--- config.mk ---
export PLATFORM = sky130hd
export DESIGN_NAME = nco_core
export DESIGN_NICKNAME = d
export VERILOG_FILES = /design/src/hdl/nco_pkg.sv /design/src/hdl/nco_core.sv /design/src/hdl/nco_pulse_gen.sv
export SDC_FILE = /design/constraint.sdc
export NUM_CORES = 1
export LEC_CHECK = 0
export BUFFER_PORTS_ARGS = -buffer_cell sky130_fd_sc_hd__buf_2
export CAP_MARGIN = 20
export CORE_UTILIZATION = 52
export DETAILED_ROUTE_END_ITERATION = 12
export GPL_TIMING_DRIVEN = 0
export HOLD_SLACK_MARGIN = 0.05
export PLACE_DENSITY = 0.86
export SKIP_LAST_GASP = 1
export SYNTH_ARGS = -nofsm -noshare
export SYNTH_HDL_FRONTEND = slang
export SYNTH_HIERARCHICAL = 1
export SYNTH_SLANG_ARGS = --single-unit
--- constraint.sdc ---
create_clock -name ref_clk -period 3.15 [get_ports ref_clk]
set_input_delay 0.4725 -clock ref_clk [delete_from_list [all_inputs] [get_ports ref_clk]]
set_output_delay 0.4725 -clock ref_clk [all_outputs]
set_load 0.005 [all_outputs]
--- src/hdl/nco_pkg.sv ---
// Package: register map, field layout and constants of the oscillator block
package nco_pkg;

  // ----------------------------------------
  // Register word indices (byte address is index times 4)
  // ----------------------------------------
  localparam logic [3:0] OFS_CONTROL   = 4'h0;
  localparam logic [3:0] OFS_CLKCFG    = 4'h1;
  localparam logic [3:0] OFS_INC       = 4'h2;
  localparam logic [3:0] OFS_ACC       = 4'h3;
  localparam logic [3:0] OFS_IRQSTAT   = 4'h4;
  localparam logic [3:0] OFS_IRQMASK   = 4'h5;
  localparam int         ADDR_W        = 6;

  // ----------------------------------------
  // Field positions
  // ----------------------------------------
  localparam int BIT_ENABLE    = 7;
  localparam int BIT_OUTSTATE  = 5;
  localparam int BIT_INVERT    = 4;
  localparam int BIT_PULSEMODE = 0;
  localparam int PWS_LSB       = 5;
  localparam int CKS_LSB       = 0;
  localparam int IRQ_CARRY     = 0;
  localparam int IRQ_EDGE      = 1;

  // ----------------------------------------
  // Reset values and widths
  // ----------------------------------------
  localparam logic [7:0]  CONTROL_RST = 8'h00;
  localparam logic [7:0]  CLKCFG_RST  = 8'h00;
  localparam logic [7:0]  CONTROL_WMASK = 8'h91;
  localparam logic [7:0]  CLKCFG_WMASK  = 8'hE7;
  localparam int          ACC_W       = 20;
  localparam int          SRC_N       = 6;
  localparam int          IRQ_N       = 2;

  typedef struct packed {
    logic       enable;
    logic       invert;
    logic       pulseMode;
    logic [2:0] pulseWidthSel;
    logic [2:0] clockSourceSel;
  } nco_cfg_t;

endpackage : nco_pkg

--- src/hdl/nco_core.sv ---
// Oscillator core: accumulator, control registers, Avalon slave, interrupts
//
// How it works
// - Enable bit 7 runs or halts oscillator
// - Bit 5 reads live final output level
// - Polarity bit 4 inverts final output
// - Mode bit 0 set: pulse per overflow
// - Mode bit 0 clear: toggle per overflow
// - Bits 6 and 3:1 read zero
// - 20-bit accumulator adds increment, carry overflows
// - Pulse mode output active then returns
// - Width field sets pulse active periods
// - Source field selects oscillator input clock
//
// The register addresses and the Avalon-MM slave port were decided locally.
`timescale 1ns/1ps
module nco_core
  import nco_pkg::*;
#(
  parameter int ACC_WIDTH = 20
) (
  input  wire logic                  ref_clk,
  input  wire logic                  sys_rst,
  input  wire logic [nco_pkg::SRC_N-1:0] srcClk,
  input  wire logic [nco_pkg::ADDR_W-1:0] address,
  input  wire logic                  read,
  input  wire logic                  write,
  input  wire logic [31:0]           writedata,
  output logic [31:0]                readdata,
  output logic                       waitrequest,
  output logic                       ncoOut,
  output logic                       irq
);

  // ----------------------------------------
  // Register state
  // ----------------------------------------
  nco_cfg_t               cfg_r,     cfg_nxt;
  logic [ACC_WIDTH-1:0]   inc_r,     inc_nxt;
  logic [ACC_WIDTH-1:0]   incBuf_r,  incBuf_nxt;
  logic [ACC_WIDTH-1:0]   acc_r,     acc_nxt;
  logic                   incPend_r, incPend_nxt;
  logic [IRQ_N-1:0]       stat_r,    stat_nxt;
  logic [IRQ_N-1:0]       mask_r,    mask_nxt;
  logic [31:0]            rdata_r,   rdata_nxt;
  logic                   ack_r,     ack_nxt;
  logic                   out_r,     out_nxt;
  logic                   irq_r,     irq_nxt;
  logic                   carry;
  logic                   rawOut;
  logic [3:0]             regIdx;
  logic                   access;
  logic                   wrStrobe;

  // ----------------------------------------
  // Source clock synchronisers and edge detect
  // ----------------------------------------
  logic [SRC_N-1:0] srcMeta_r, srcSync_r, srcLast_r;
  logic             srcSel,    srcSelLast;
  logic             tick;

  always_ff @(posedge ref_clk) begin
    if (sys_rst) begin
      srcMeta_r <= '0;
      srcSync_r <= '0;
      srcLast_r <= '0;
    end else begin
      srcMeta_r <= srcClk;
      srcSync_r <= srcMeta_r;
      srcLast_r <= srcSync_r;
    end
  end

  // Reserved codes select nothing, so the core never ticks
  always_comb begin
    srcSel     = 1'b0;
    srcSelLast = 1'b0;
    if (cfg_r.clockSourceSel < 3'(SRC_N)) begin
      srcSel     = srcSync_r[cfg_r.clockSourceSel];
      srcSelLast = srcLast_r[cfg_r.clockSourceSel];
    end
  end

  assign tick = cfg_r.enable && srcSel && !srcSelLast;

  // ----------------------------------------
  // Accumulator
  // ----------------------------------------
  logic [ACC_WIDTH:0] sum;
  assign sum   = {1'b0, acc_r} + {1'b0, incBuf_r};
  assign carry = sum[ACC_WIDTH];

  // ----------------------------------------
  // Bus decode
  // ----------------------------------------
  assign regIdx = address[ADDR_W-1:2];
  assign access   = (read || write) && !ack_r;
  // Write lands at the edge where the master sees waitrequest low
  assign wrStrobe = write && ack_r;

  always_comb begin
    cfg_nxt     = cfg_r;
    inc_nxt     = inc_r;
    incBuf_nxt  = incBuf_r;
    acc_nxt     = acc_r;
    incPend_nxt = incPend_r;
    stat_nxt    = stat_r;
    mask_nxt    = mask_r;
    rdata_nxt   = rdata_r;
    ack_nxt     = access;
    if (tick) begin
      acc_nxt = sum[ACC_WIDTH-1:0];
      if (incPend_r) begin
        incBuf_nxt  = inc_r;
        incPend_nxt = 1'b0;
      end
    end
    if (!cfg_r.enable) begin
      incBuf_nxt  = inc_r;
      incPend_nxt = 1'b0;
    end
    if (wrStrobe) begin
      unique case (regIdx)
        OFS_CONTROL: begin
          // Read-only and unused bits are masked off
          cfg_nxt.enable    = writedata[BIT_ENABLE];
          cfg_nxt.invert    = writedata[BIT_INVERT];
          cfg_nxt.pulseMode = writedata[BIT_PULSEMODE];
        end
        OFS_CLKCFG: begin
          cfg_nxt.pulseWidthSel  = writedata[PWS_LSB +: 3];
          cfg_nxt.clockSourceSel = writedata[CKS_LSB +: 3];
        end
        OFS_INC: begin
          inc_nxt     = writedata[ACC_WIDTH-1:0];
          incPend_nxt = 1'b1;
        end
        OFS_ACC: acc_nxt = writedata[ACC_WIDTH-1:0];
        OFS_IRQSTAT: stat_nxt = stat_r & ~writedata[IRQ_N-1:0];
        OFS_IRQMASK: mask_nxt = writedata[IRQ_N-1:0];
        default: ;
      endcase
    end
    // Set wins over a clear in the same cycle
    if (tick && carry) stat_nxt[IRQ_CARRY] = 1'b1;
    if (out_nxt != out_r) stat_nxt[IRQ_EDGE] = 1'b1;
    if (access && read) begin
      rdata_nxt = 32'h0000_0000;
      unique case (regIdx)
        OFS_CONTROL: begin
          rdata_nxt[BIT_ENABLE]    = cfg_r.enable;
          rdata_nxt[BIT_OUTSTATE]  = out_r;
          rdata_nxt[BIT_INVERT]    = cfg_r.invert;
          rdata_nxt[BIT_PULSEMODE] = cfg_r.pulseMode;
        end
        OFS_CLKCFG: begin
          rdata_nxt[PWS_LSB +: 3] = cfg_r.pulseWidthSel;
          rdata_nxt[CKS_LSB +: 3] = cfg_r.clockSourceSel;
        end
        OFS_INC:     rdata_nxt[ACC_WIDTH-1:0] = inc_r;
        OFS_ACC:     rdata_nxt[ACC_WIDTH-1:0] = acc_r;
        OFS_IRQSTAT: rdata_nxt[IRQ_N-1:0]     = stat_r;
        OFS_IRQMASK: rdata_nxt[IRQ_N-1:0]     = mask_r;
        default: ;
      endcase
    end
  end

  // ----------------------------------------
  // Output stage
  // ----------------------------------------
  nco_pulse_gen u_pulse (
    .ref_clk       (ref_clk),
    .sys_rst       (sys_rst),
    .tick          (tick),
    .carry         (carry),
    .enable        (cfg_r.enable),
    .pulseMode     (cfg_r.pulseMode),
    .pulseWidthSel (cfg_r.pulseWidthSel),
    .rawOut        (rawOut)
  );

  always_comb begin
    out_nxt = rawOut ^ cfg_r.invert;
    irq_nxt = |(stat_nxt & mask_nxt);
  end

  always_ff @(posedge ref_clk) begin
    if (sys_rst) begin
      cfg_r     <= nco_cfg_t'(9'h000);
      inc_r     <= '0;
      incBuf_r  <= '0;
      acc_r     <= '0;
      incPend_r <= 1'b0;
      stat_r    <= '0;
      mask_r    <= '0;
      rdata_r   <= 32'h0000_0000;
      ack_r     <= 1'b0;
      out_r     <= 1'b0;
      irq_r     <= 1'b0;
    end else begin
      cfg_r     <= cfg_nxt;
      inc_r     <= inc_nxt;
      incBuf_r  <= incBuf_nxt;
      acc_r     <= acc_nxt;
      incPend_r <= incPend_nxt;
      stat_r    <= stat_nxt;
      mask_r    <= mask_nxt;
      rdata_r   <= rdata_nxt;
      ack_r     <= ack_nxt;
      out_r     <= out_nxt;
      irq_r     <= irq_nxt;
    end
  end

  assign readdata    = rdata_r;
  assign waitrequest = !ack_r;
  assign ncoOut      = out_r;
  assign irq         = irq_r;

  // ----------------------------------------
  // Pulse width monitor for the checks
  // ----------------------------------------
  // Saturates so a long idle gap cannot wrap back into a pulse
  logic [8:0] ticksSeen_r, ticksSeen_nxt;
  logic       pulseActive;

  always_comb begin
    ticksSeen_nxt = ticksSeen_r;
    if (!cfg_r.enable || !cfg_r.pulseMode) begin
      ticksSeen_nxt = 9'h000;
    end else if (tick && carry) begin
      ticksSeen_nxt = 9'h001;
    end else if (tick && ticksSeen_r != 9'h000 && ticksSeen_r != 9'h1FF) begin
      ticksSeen_nxt = ticksSeen_r + 9'h001;
    end
  end

  always_ff @(posedge ref_clk) begin
    if (sys_rst) begin
      ticksSeen_r <= 9'h000;
    end else begin
      ticksSeen_r <= ticksSeen_nxt;
    end
  end

  assign pulseActive = (ticksSeen_r != 9'h000)
                       && (ticksSeen_r <= (9'h001 << cfg_r.pulseWidthSel));

  // ----------------------------------------
  // Checks
  // ----------------------------------------
  a_disabled_halts: assert property (
    @(posedge ref_clk) disable iff (sys_rst)
    !cfg_r.enable |-> !tick)
    else $error("tick while disabled");

  a_status_mirror: assert property (
    @(posedge ref_clk) disable iff (sys_rst)
    read && !ack_r && regIdx == OFS_CONTROL |=> readdata[BIT_OUTSTATE] == $past(out_r))
    else $error("status bit does not show output");

  a_invert_follows: assert property (
    @(posedge ref_clk) disable iff (sys_rst)
    1'b1 |=> out_r == ($past(rawOut) ^ $past(cfg_r.invert)))
    else $error("output polarity wrong");

  // Disabled core parks its output at the inactive level
  a_invert_idle: assert property (
    @(posedge ref_clk) disable iff (sys_rst)
    !cfg_r.enable |=> ##1 out_r == $past(cfg_r.invert))
    else $error("idle level ignores polarity");

  a_pulse_starts: assert property (
    @(posedge ref_clk) disable iff (sys_rst)
    tick && carry && cfg_r.pulseMode |=> ##1 out_r != cfg_r.invert)
    else $error("pulse not raised on overflow");

  a_toggle_flips: assert property (
    @(posedge ref_clk) disable iff (sys_rst)
    tick && carry && !cfg_r.pulseMode && cfg_r.enable && $stable(cfg_r.invert)
    |=> rawOut != $past(rawOut))
    else $error("toggle missed");

  a_unused_zero: assert property (
    @(posedge ref_clk) disable iff (sys_rst)
    $past(read && !ack_r && regIdx == OFS_CONTROL)
    |-> readdata[6] == 1'b0 && readdata[3:1] == 3'b000)
    else $error("unused bits not zero");

  a_readonly_kept: assert property (
    @(posedge ref_clk) disable iff (sys_rst)
    wrStrobe && regIdx == OFS_CONTROL |=> out_r == ($past(rawOut) ^ $past(cfg_r.invert)))
    else $error("write disturbed output");

  // Only the writable positions reach the control fields
  a_control_lands: assert property (
    @(posedge ref_clk) disable iff (sys_rst)
    wrStrobe && regIdx == OFS_CONTROL |=> cfg_r.enable == $past(writedata[BIT_ENABLE])
    && cfg_r.invert == $past(writedata[BIT_INVERT])
    && cfg_r.pulseMode == $past(writedata[BIT_PULSEMODE]))
    else $error("control write misplaced");

  a_acc_adds: assert property (
    @(posedge ref_clk) disable iff (sys_rst)
    tick && !(wrStrobe && regIdx == OFS_ACC)
    |=> acc_r == ACC_WIDTH'($past(acc_r) + $past(incBuf_r)))
    else $error("accumulator did not add");

  a_carry_flags: assert property (
    @(posedge ref_clk) disable iff (sys_rst)
    tick && carry |=> stat_r[IRQ_CARRY])
    else $error("carry not flagged");

  a_incbuf_loads: assert property (
    @(posedge ref_clk) disable iff (sys_rst)
    !cfg_r.enable |=> incBuf_r == $past(inc_r))
    else $error("increment not loaded while disabled");

  a_src_reserved: assert property (
    @(posedge ref_clk) disable iff (sys_rst)
    cfg_r.clockSourceSel >= 3'(SRC_N) |-> !tick)
    else $error("tick from reserved source");

  // Mid-pulse width changes are not modelled here
  a_width_counts: assert property (
    @(posedge ref_clk) disable iff (sys_rst)
    cfg_r.enable && cfg_r.pulseMode && ticksSeen_r != 9'h000 |-> rawOut == pulseActive)
    else $error("pulse width wrong");

  a_irq_level: assert property (
    @(posedge ref_clk) disable iff (sys_rst)
    irq == |(stat_r & mask_r))
    else $error("irq mismatch");

  a_bus_answers: assert property (
    @(posedge ref_clk) disable iff (sys_rst)
    (read || write) && waitrequest |=> !waitrequest)
    else $error("no answer in one cycle");

  c_toggle_mode:  cover property (@(posedge ref_clk) tick && carry && !cfg_r.pulseMode);
  c_pulse_mode:   cover property (@(posedge ref_clk) tick && carry && cfg_r.pulseMode);
  c_irq_raise:    cover property (@(posedge ref_clk) $rose(irq));
  c_wide_pulse:   cover property (@(posedge ref_clk) ticksSeen_r == 9'h002 && rawOut);
  c_reserved_src: cover property (@(posedge ref_clk)
    cfg_r.enable && cfg_r.clockSourceSel >= 3'(SRC_N));

endmodule : nco_core

--- src/hdl/nco_pulse_gen.sv ---
// Pulse shaper: toggle or stretched-pulse output from carry events
`timescale 1ns/1ps
module nco_pulse_gen
  import nco_pkg::*;
(
  input  wire logic ref_clk,
  input  wire logic sys_rst,
  input  wire logic tick,
  input  wire logic carry,
  input  wire logic enable,
  input  wire logic pulseMode,
  input  wire logic [2:0] pulseWidthSel,
  output logic      rawOut
);

  logic       rawOut_r,  rawOut_nxt;
  logic [7:0] width_r,   width_nxt;

  assign rawOut = rawOut_r;

  always_comb begin
    rawOut_nxt = rawOut_r;
    width_nxt  = width_r;
    if (!enable) begin
      rawOut_nxt = 1'b0;
      width_nxt  = 8'h00;
    end else if (tick) begin
      if (!pulseMode) begin
        if (carry) rawOut_nxt = ~rawOut_r;
        width_nxt = 8'h00;
      end else if (carry) begin
        rawOut_nxt = 1'b1;
        width_nxt  = 8'(8'h01 << pulseWidthSel) - 8'h01;
      end else if (width_r != 8'h00) begin
        width_nxt = width_r - 8'h01;
      end else begin
        rawOut_nxt = 1'b0;
      end
    end
  end

  always_ff @(posedge ref_clk) begin
    if (sys_rst) begin
      rawOut_r <= 1'b0;
      width_r  <= 8'h00;
    end else begin
      rawOut_r <= rawOut_nxt;
      width_r  <= width_nxt;
    end
  end

  a_pulse_returns: assert property (
    @(posedge ref_clk) disable iff (sys_rst)
    enable && pulseMode && tick && !carry && width_r == 8'h00 |=> !rawOut_r)
    else $error("pulse did not return inactive");

endmodule : nco_pulse_gen

==> impl_results.md <==
* Drt first-iter violations at 505
* Share of final-layout standard cells stronger than drive strength 1 at 18.49%
* Crit path kind: reg2reg
* Number of standard cells after synthesis at 738
* Least setup slack across all paths after layout at -0.2168 ns
* Number of buffers inserted for hold repair after clock tree synthesis at 0
* Area of the core at 11470 um^2
* Violations in the final reports: setup timing
* Worst Max-Slew Pin Slew at 0.9986 ns
* CTS tree: yes
* GPL Wtd Cong at 0.9630
* Antenna violations before repair at 0
* Headroom to the max-slew limit at 32.88%
* Placed Cells at 945
* Critical path data arrival time at 3.67 ns
* Maximum level of the CTS H-tree at 4
* Wire length of the first global-routing pass at 29340 um
* Reg-to-reg critical path endpoint: u_pulse/width_r[4]
* Worst hold path endpoint: srcMeta_r[4]
* Maximum net fanout on the critical path at 7
* Avg Cell Area, Syn at 8.352 um^2
* Min-Delay Path Class: in2reg
* Number of cells traversed by the worst hold path at 2
* Final standard cell count with taps included and fillers excluded at 992
* Critical hold path startpoint: srcClk[4]
* Total Routed Length at 18760 um
* Critical Path Source Type: register
* Via Count at 6098
* Worst setup slack for register-to-register paths at -0.22 ns
* I/O Buffers at 53
* Post-synth design cell area at 6163 um^2
* Number of enable-type register cells in the synthesized netlist at 0
* Ant. Diodes at 0
* Avg Vias per Cell at 6.147
* Number of buffers on the longest clock path at 2
* Max-capacitance violation count at 0
* Worst Clk Skew at 0.01295 ns
* Die Width at 110.9 um
* Final period utilization at 106.9%
* Number of library cell types mapped by synthesis at 73
* Run status: finished, violations left
* Max Clock Freq at 297.0 MHz
* Reg-to-reg critical path startpoint: acc_r[0]
* Clock Root Buffer: sky130_fd_sc_hd__clkbuf_16
* Static Leak at 3.041 nW
* Post-detailed-placement half-perimeter wirelength at 12450 um
* Async S/R FF share, synth at 0%
* Synth-to-Final Area Change at 20.52%
* Std-Cell Rows at 39
* Clock latency at the later pin of the worst-skew pair at 0.43 ns
* Areal power density over the cells at 486.4 nW/um^2
* Clock Sinks at 124
* Total setup violations reported at the end of the flow at 3
* Vias in the first global route at 5878
* Cts bufs inserted at 17
* Area occupied by multi-input gates at 3515 um^2
* Die height at 110.9 um
* Area of the die at 12290 um^2
* Ports placed on the boundary at 83
* Synth Register Bits at 124
* Prevailing post-synth register cell: sky130_fd_sc_hd__dfxtp_1
* Remaining number of nets flagged by the antenna check after routing at 0
* Remaining Overflow, GRT at 0
* Max-slew violation count at 0
* RSZ-0062 raised after global routing: yes
* Worst Path Required at 3.45 ns
* Number of warnings printed during yosys synthesis at 6
* Initial Utilization at 53.75%
* Maximum vdd drop at 0.4068 mV
* Final Hold Fails at 0
* Clock transition at the register clock pins on the worst setup and hold paths after CTS at 0.06 ns
* Global Route Usage Sum at 30.44%
* Initial DRT Pass Iterations at 6
* Share of synthesized area occupied by flip-flops and latches at 40.28%
* Sequential cell area at 2485 um^2
* FILL cells at 919
* Largest net degree at the start of global routing at 17
* Worst Hold Margin at 0.2598 ns
* Final period demand of the worst path at 3.367 ns
* Critical Path End Type: register
* DR WL/cell at 18.91 um
* Residual DRC count at 0
* Count of nets after finishing at 906
* Count of cells along the worst register-to-register path at 15
==> what timing repair did <==
action                     in CTS  in global routing
buffers inserted               14                  5
setup endpoints to repair       6                  7
gates resized for setup         6                 12
pin swaps                      12                 12
==> registers in the layout, indices dropped and copies added, names as in the netlist <==
register         cells
acc_r               20
ack_r                1
cfg_r                9
incBuf_r            20
incPend_r            1
inc_r               20
irq                  1
mask_r               2
ncoOut               1
readdata            20
srcLast_r            6
srcMeta_r            6
srcSync_r            6
stat_r               2
u_pulse/rawOut       1
u_pulse/width_r      8
==> cell usage after synthesis (4+ instances only) <==
cell type | number | area share, %
sky130_fd_sc_hd__buf_2 | 11 | 0.89
sky130_fd_sc_hd__a22oi_1 | 7 | 0.85
sky130_fd_sc_hd__inv_1 | 13 | 0.79
sky130_fd_sc_hd__nor3_1 | 23 | 1.9
sky130_fd_sc_hd__buf_4 | 12 | 1.5
sky130_fd_sc_hd__nor3b_1 | 5 | 0.61
sky130_fd_sc_hd__nor2_1 | 62 | 3.8
sky130_fd_sc_hd__xnor2_1 | 13 | 1.8
sky130_fd_sc_hd__o21ai_0 | 22 | 1.8
sky130_fd_sc_hd__a221oi_1 | 14 | 2.0
sky130_fd_sc_hd__xor2_1 | 7 | 0.99
sky130_fd_sc_hd__o21ai_1 | 4 | 0.32
sky130_fd_sc_hd__o32ai_1 | 5 | 0.71
sky130_fd_sc_hd__ha_1 | 21 | 4.3
sky130_fd_sc_hd__mux2_2 | 4 | 0.73
sky130_fd_sc_hd__mux2i_1 | 15 | 2.4
sky130_fd_sc_hd__nand3_1 | 10 | 0.81
sky130_fd_sc_hd__nor2b_1 | 24 | 2.4
sky130_fd_sc_hd__clkbuf_1 | 28 | 1.7
sky130_fd_sc_hd__dfxtp_1 | 124 | 40
sky130_fd_sc_hd__a21oi_1 | 77 | 6.3
sky130_fd_sc_hd__a211oi_1 | 8 | 0.97
sky130_fd_sc_hd__and3_1 | 8 | 0.81
sky130_fd_sc_hd__nand2_1 | 133 | 8.1
sky130_fd_sc_hd__nand2b_1 | 5 | 0.51
sky130_fd_sc_hd__a311oi_1 | 9 | 1.3
sky130_fd_sc_hd__a21o_1 | 5 | 0.61
==> layer usage <==
layer  wire, um  share of wire (%)  global-route usage, %  vias to the layer above
li1           -                  -                      -                     2797
met3       2020                 11                  7.928                       92
met1       7420                 40                  36.96                     2831
met2       8311                 44                  47.49                      378
met4       1006                5.4                  20.18                        0
met5          0                  0                      0                        -
==> power by group <==
| group | total (mW) | switching (mW) | leakage, nW | internal (mW) |
|---|---|---|---|---|
| sequential | 1.61 | 0.0146 | 1.01 | 1.60 |
| combinational | 0.200 | 0.127 | 1.78 | 0.0728 |
| clock | 1.80 | 0.697 | 0.260 | 1.11 |
==> logic make-up (layout without fill, tap and decap cells) <==
group	count (synthesis)	in the layout	share of synthesized area [%]
AOI/OAI and AO/OA	187	187	20.75
xor gates and xnor gates	20	20	2.842
adders and majority gates	22	22	4.588
buffers and inverters	68	168	5.095
DFF	124	124	40.28
muxes	23	23	4.506
other	1	12	0.06084
and+or+nand+nor	293	293	21.88
==> through the flow <==
stage | setup WS (ns) | TNS (ns) | utilization, % | power (mW) | area, um^2
2_1_floorplan | -0.1154 | -0.2111 | - | 1.752 | 6236
3_3_place_gp | -0.4774 | -1.447 | 58.25 | 1.832 | 6680
3_5_place_dp | -0.5096 | -1.624 | 58.25 | 1.836 | 6680
4_1_cts | -0.3101 | -1.140 | 64.26 | 3.612 | 7368
5_1_grt | -0.3014 | -0.8701 | 64.78 | 3.710 | 7428
6_report | -0.2168 | -0.5642 | 64.78 | 3.613 | 7428
==> critical path, stage by stage, from the launching register on <==
cell                       delay (ns)
sky130_fd_sc_hd__dfxtp_2         0.33
sky130_fd_sc_hd__ha_4            0.16
sky130_fd_sc_hd__fa_2            0.36
sky130_fd_sc_hd__a21o_1          0.20
sky130_fd_sc_hd__a221oi_4        0.34
sky130_fd_sc_hd__o21bai_4        0.11
sky130_fd_sc_hd__o31a_4          0.31
sky130_fd_sc_hd__a31o_4          0.27
sky130_fd_sc_hd__buf_6           0.13
sky130_fd_sc_hd__nor4b_4         0.12
sky130_fd_sc_hd__a21oi_2         0.19
sky130_fd_sc_hd__ha_4            0.21
sky130_fd_sc_hd__nor3b_4         0.19
sky130_fd_sc_hd__xnor2_1         0.09
sky130_fd_sc_hd__o22ai_1         0.12
sky130_fd_sc_hd__o32ai_1         0.09
==> how the worst max path moves through the flow <==
| stage | from | end | slack, ns | cells past startpoint |
|---|---|---|---|---|
| floorplan | acc_r[0] | u_pulse/width_r[4] | -0.12 | 15 |
| detailed placement | acc_r[0] | u_pulse/width_r[4] | -0.51 | 15 |
| CTS | acc_r[0] | u_pulse/width_r[4] | -0.31 | 15 |
| global route | incBuf_r[0] | u_pulse/width_r[4] | -0.30 | 15 |
| finish | acc_r[0] | u_pulse/width_r[4] | -0.22 | 15 |
| global placement | acc_r[0] | u_pulse/width_r[4] | -0.48 | 15 |
==> cells in the final DEF, fill, tap and decap left out, types with 4 or more instances in the layout <==
cell and instances:
sky130_fd_sc_hd__clkbuf_8 5, sky130_fd_sc_hd__nand2b_1 5, sky130_fd_sc_hd__o32ai_1 5, sky130_fd_sc_hd__a21oi_1 75, sky130_fd_sc_hd__nand2_1 132, sky130_fd_sc_hd__ha_1 19
sky130_fd_sc_hd__buf_2 63, sky130_fd_sc_hd__conb_1 12, sky130_fd_sc_hd__a221oi_1 14, sky130_fd_sc_hd__dfxtp_1 122, sky130_fd_sc_hd__nor3b_1 4, sky130_fd_sc_hd__xnor2_1 13
sky130_fd_sc_hd__o21ai_1 5, sky130_fd_sc_hd__xor2_1 7, sky130_fd_sc_hd__nor3_1 23, sky130_fd_sc_hd__nor2_1 62, sky130_fd_sc_hd__and3_1 8, sky130_fd_sc_hd__buf_4 26
sky130_fd_sc_hd__clkbuf_1 33, sky130_fd_sc_hd__a21o_1 5, sky130_fd_sc_hd__mux2i_1 15, sky130_fd_sc_hd__mux2_2 4, sky130_fd_sc_hd__nor2b_1 23, sky130_fd_sc_hd__clkbuf_16 17
sky130_fd_sc_hd__a211oi_1 8, sky130_fd_sc_hd__inv_1 12, sky130_fd_sc_hd__o21ai_0 21, sky130_fd_sc_hd__a311oi_1 9, sky130_fd_sc_hd__a22oi_1 7, sky130_fd_sc_hd__nand3_1 8
==> area by class of cell <==
class / count / share of cell area (%)
Inverter: 15 / 0.7916
Buffer: 53 / 3.554
Sequential cell: 124 / 33.45
Clock inverter: 5 / 0.4379
Multi-Input combinational cell: 557 / 47.31
Tap cell: 143 / 2.409
Clock buffer: 27 / 6.906
Timing Repair Buffer: 68 / 5.137
Power figures use the tool's default switching activity.
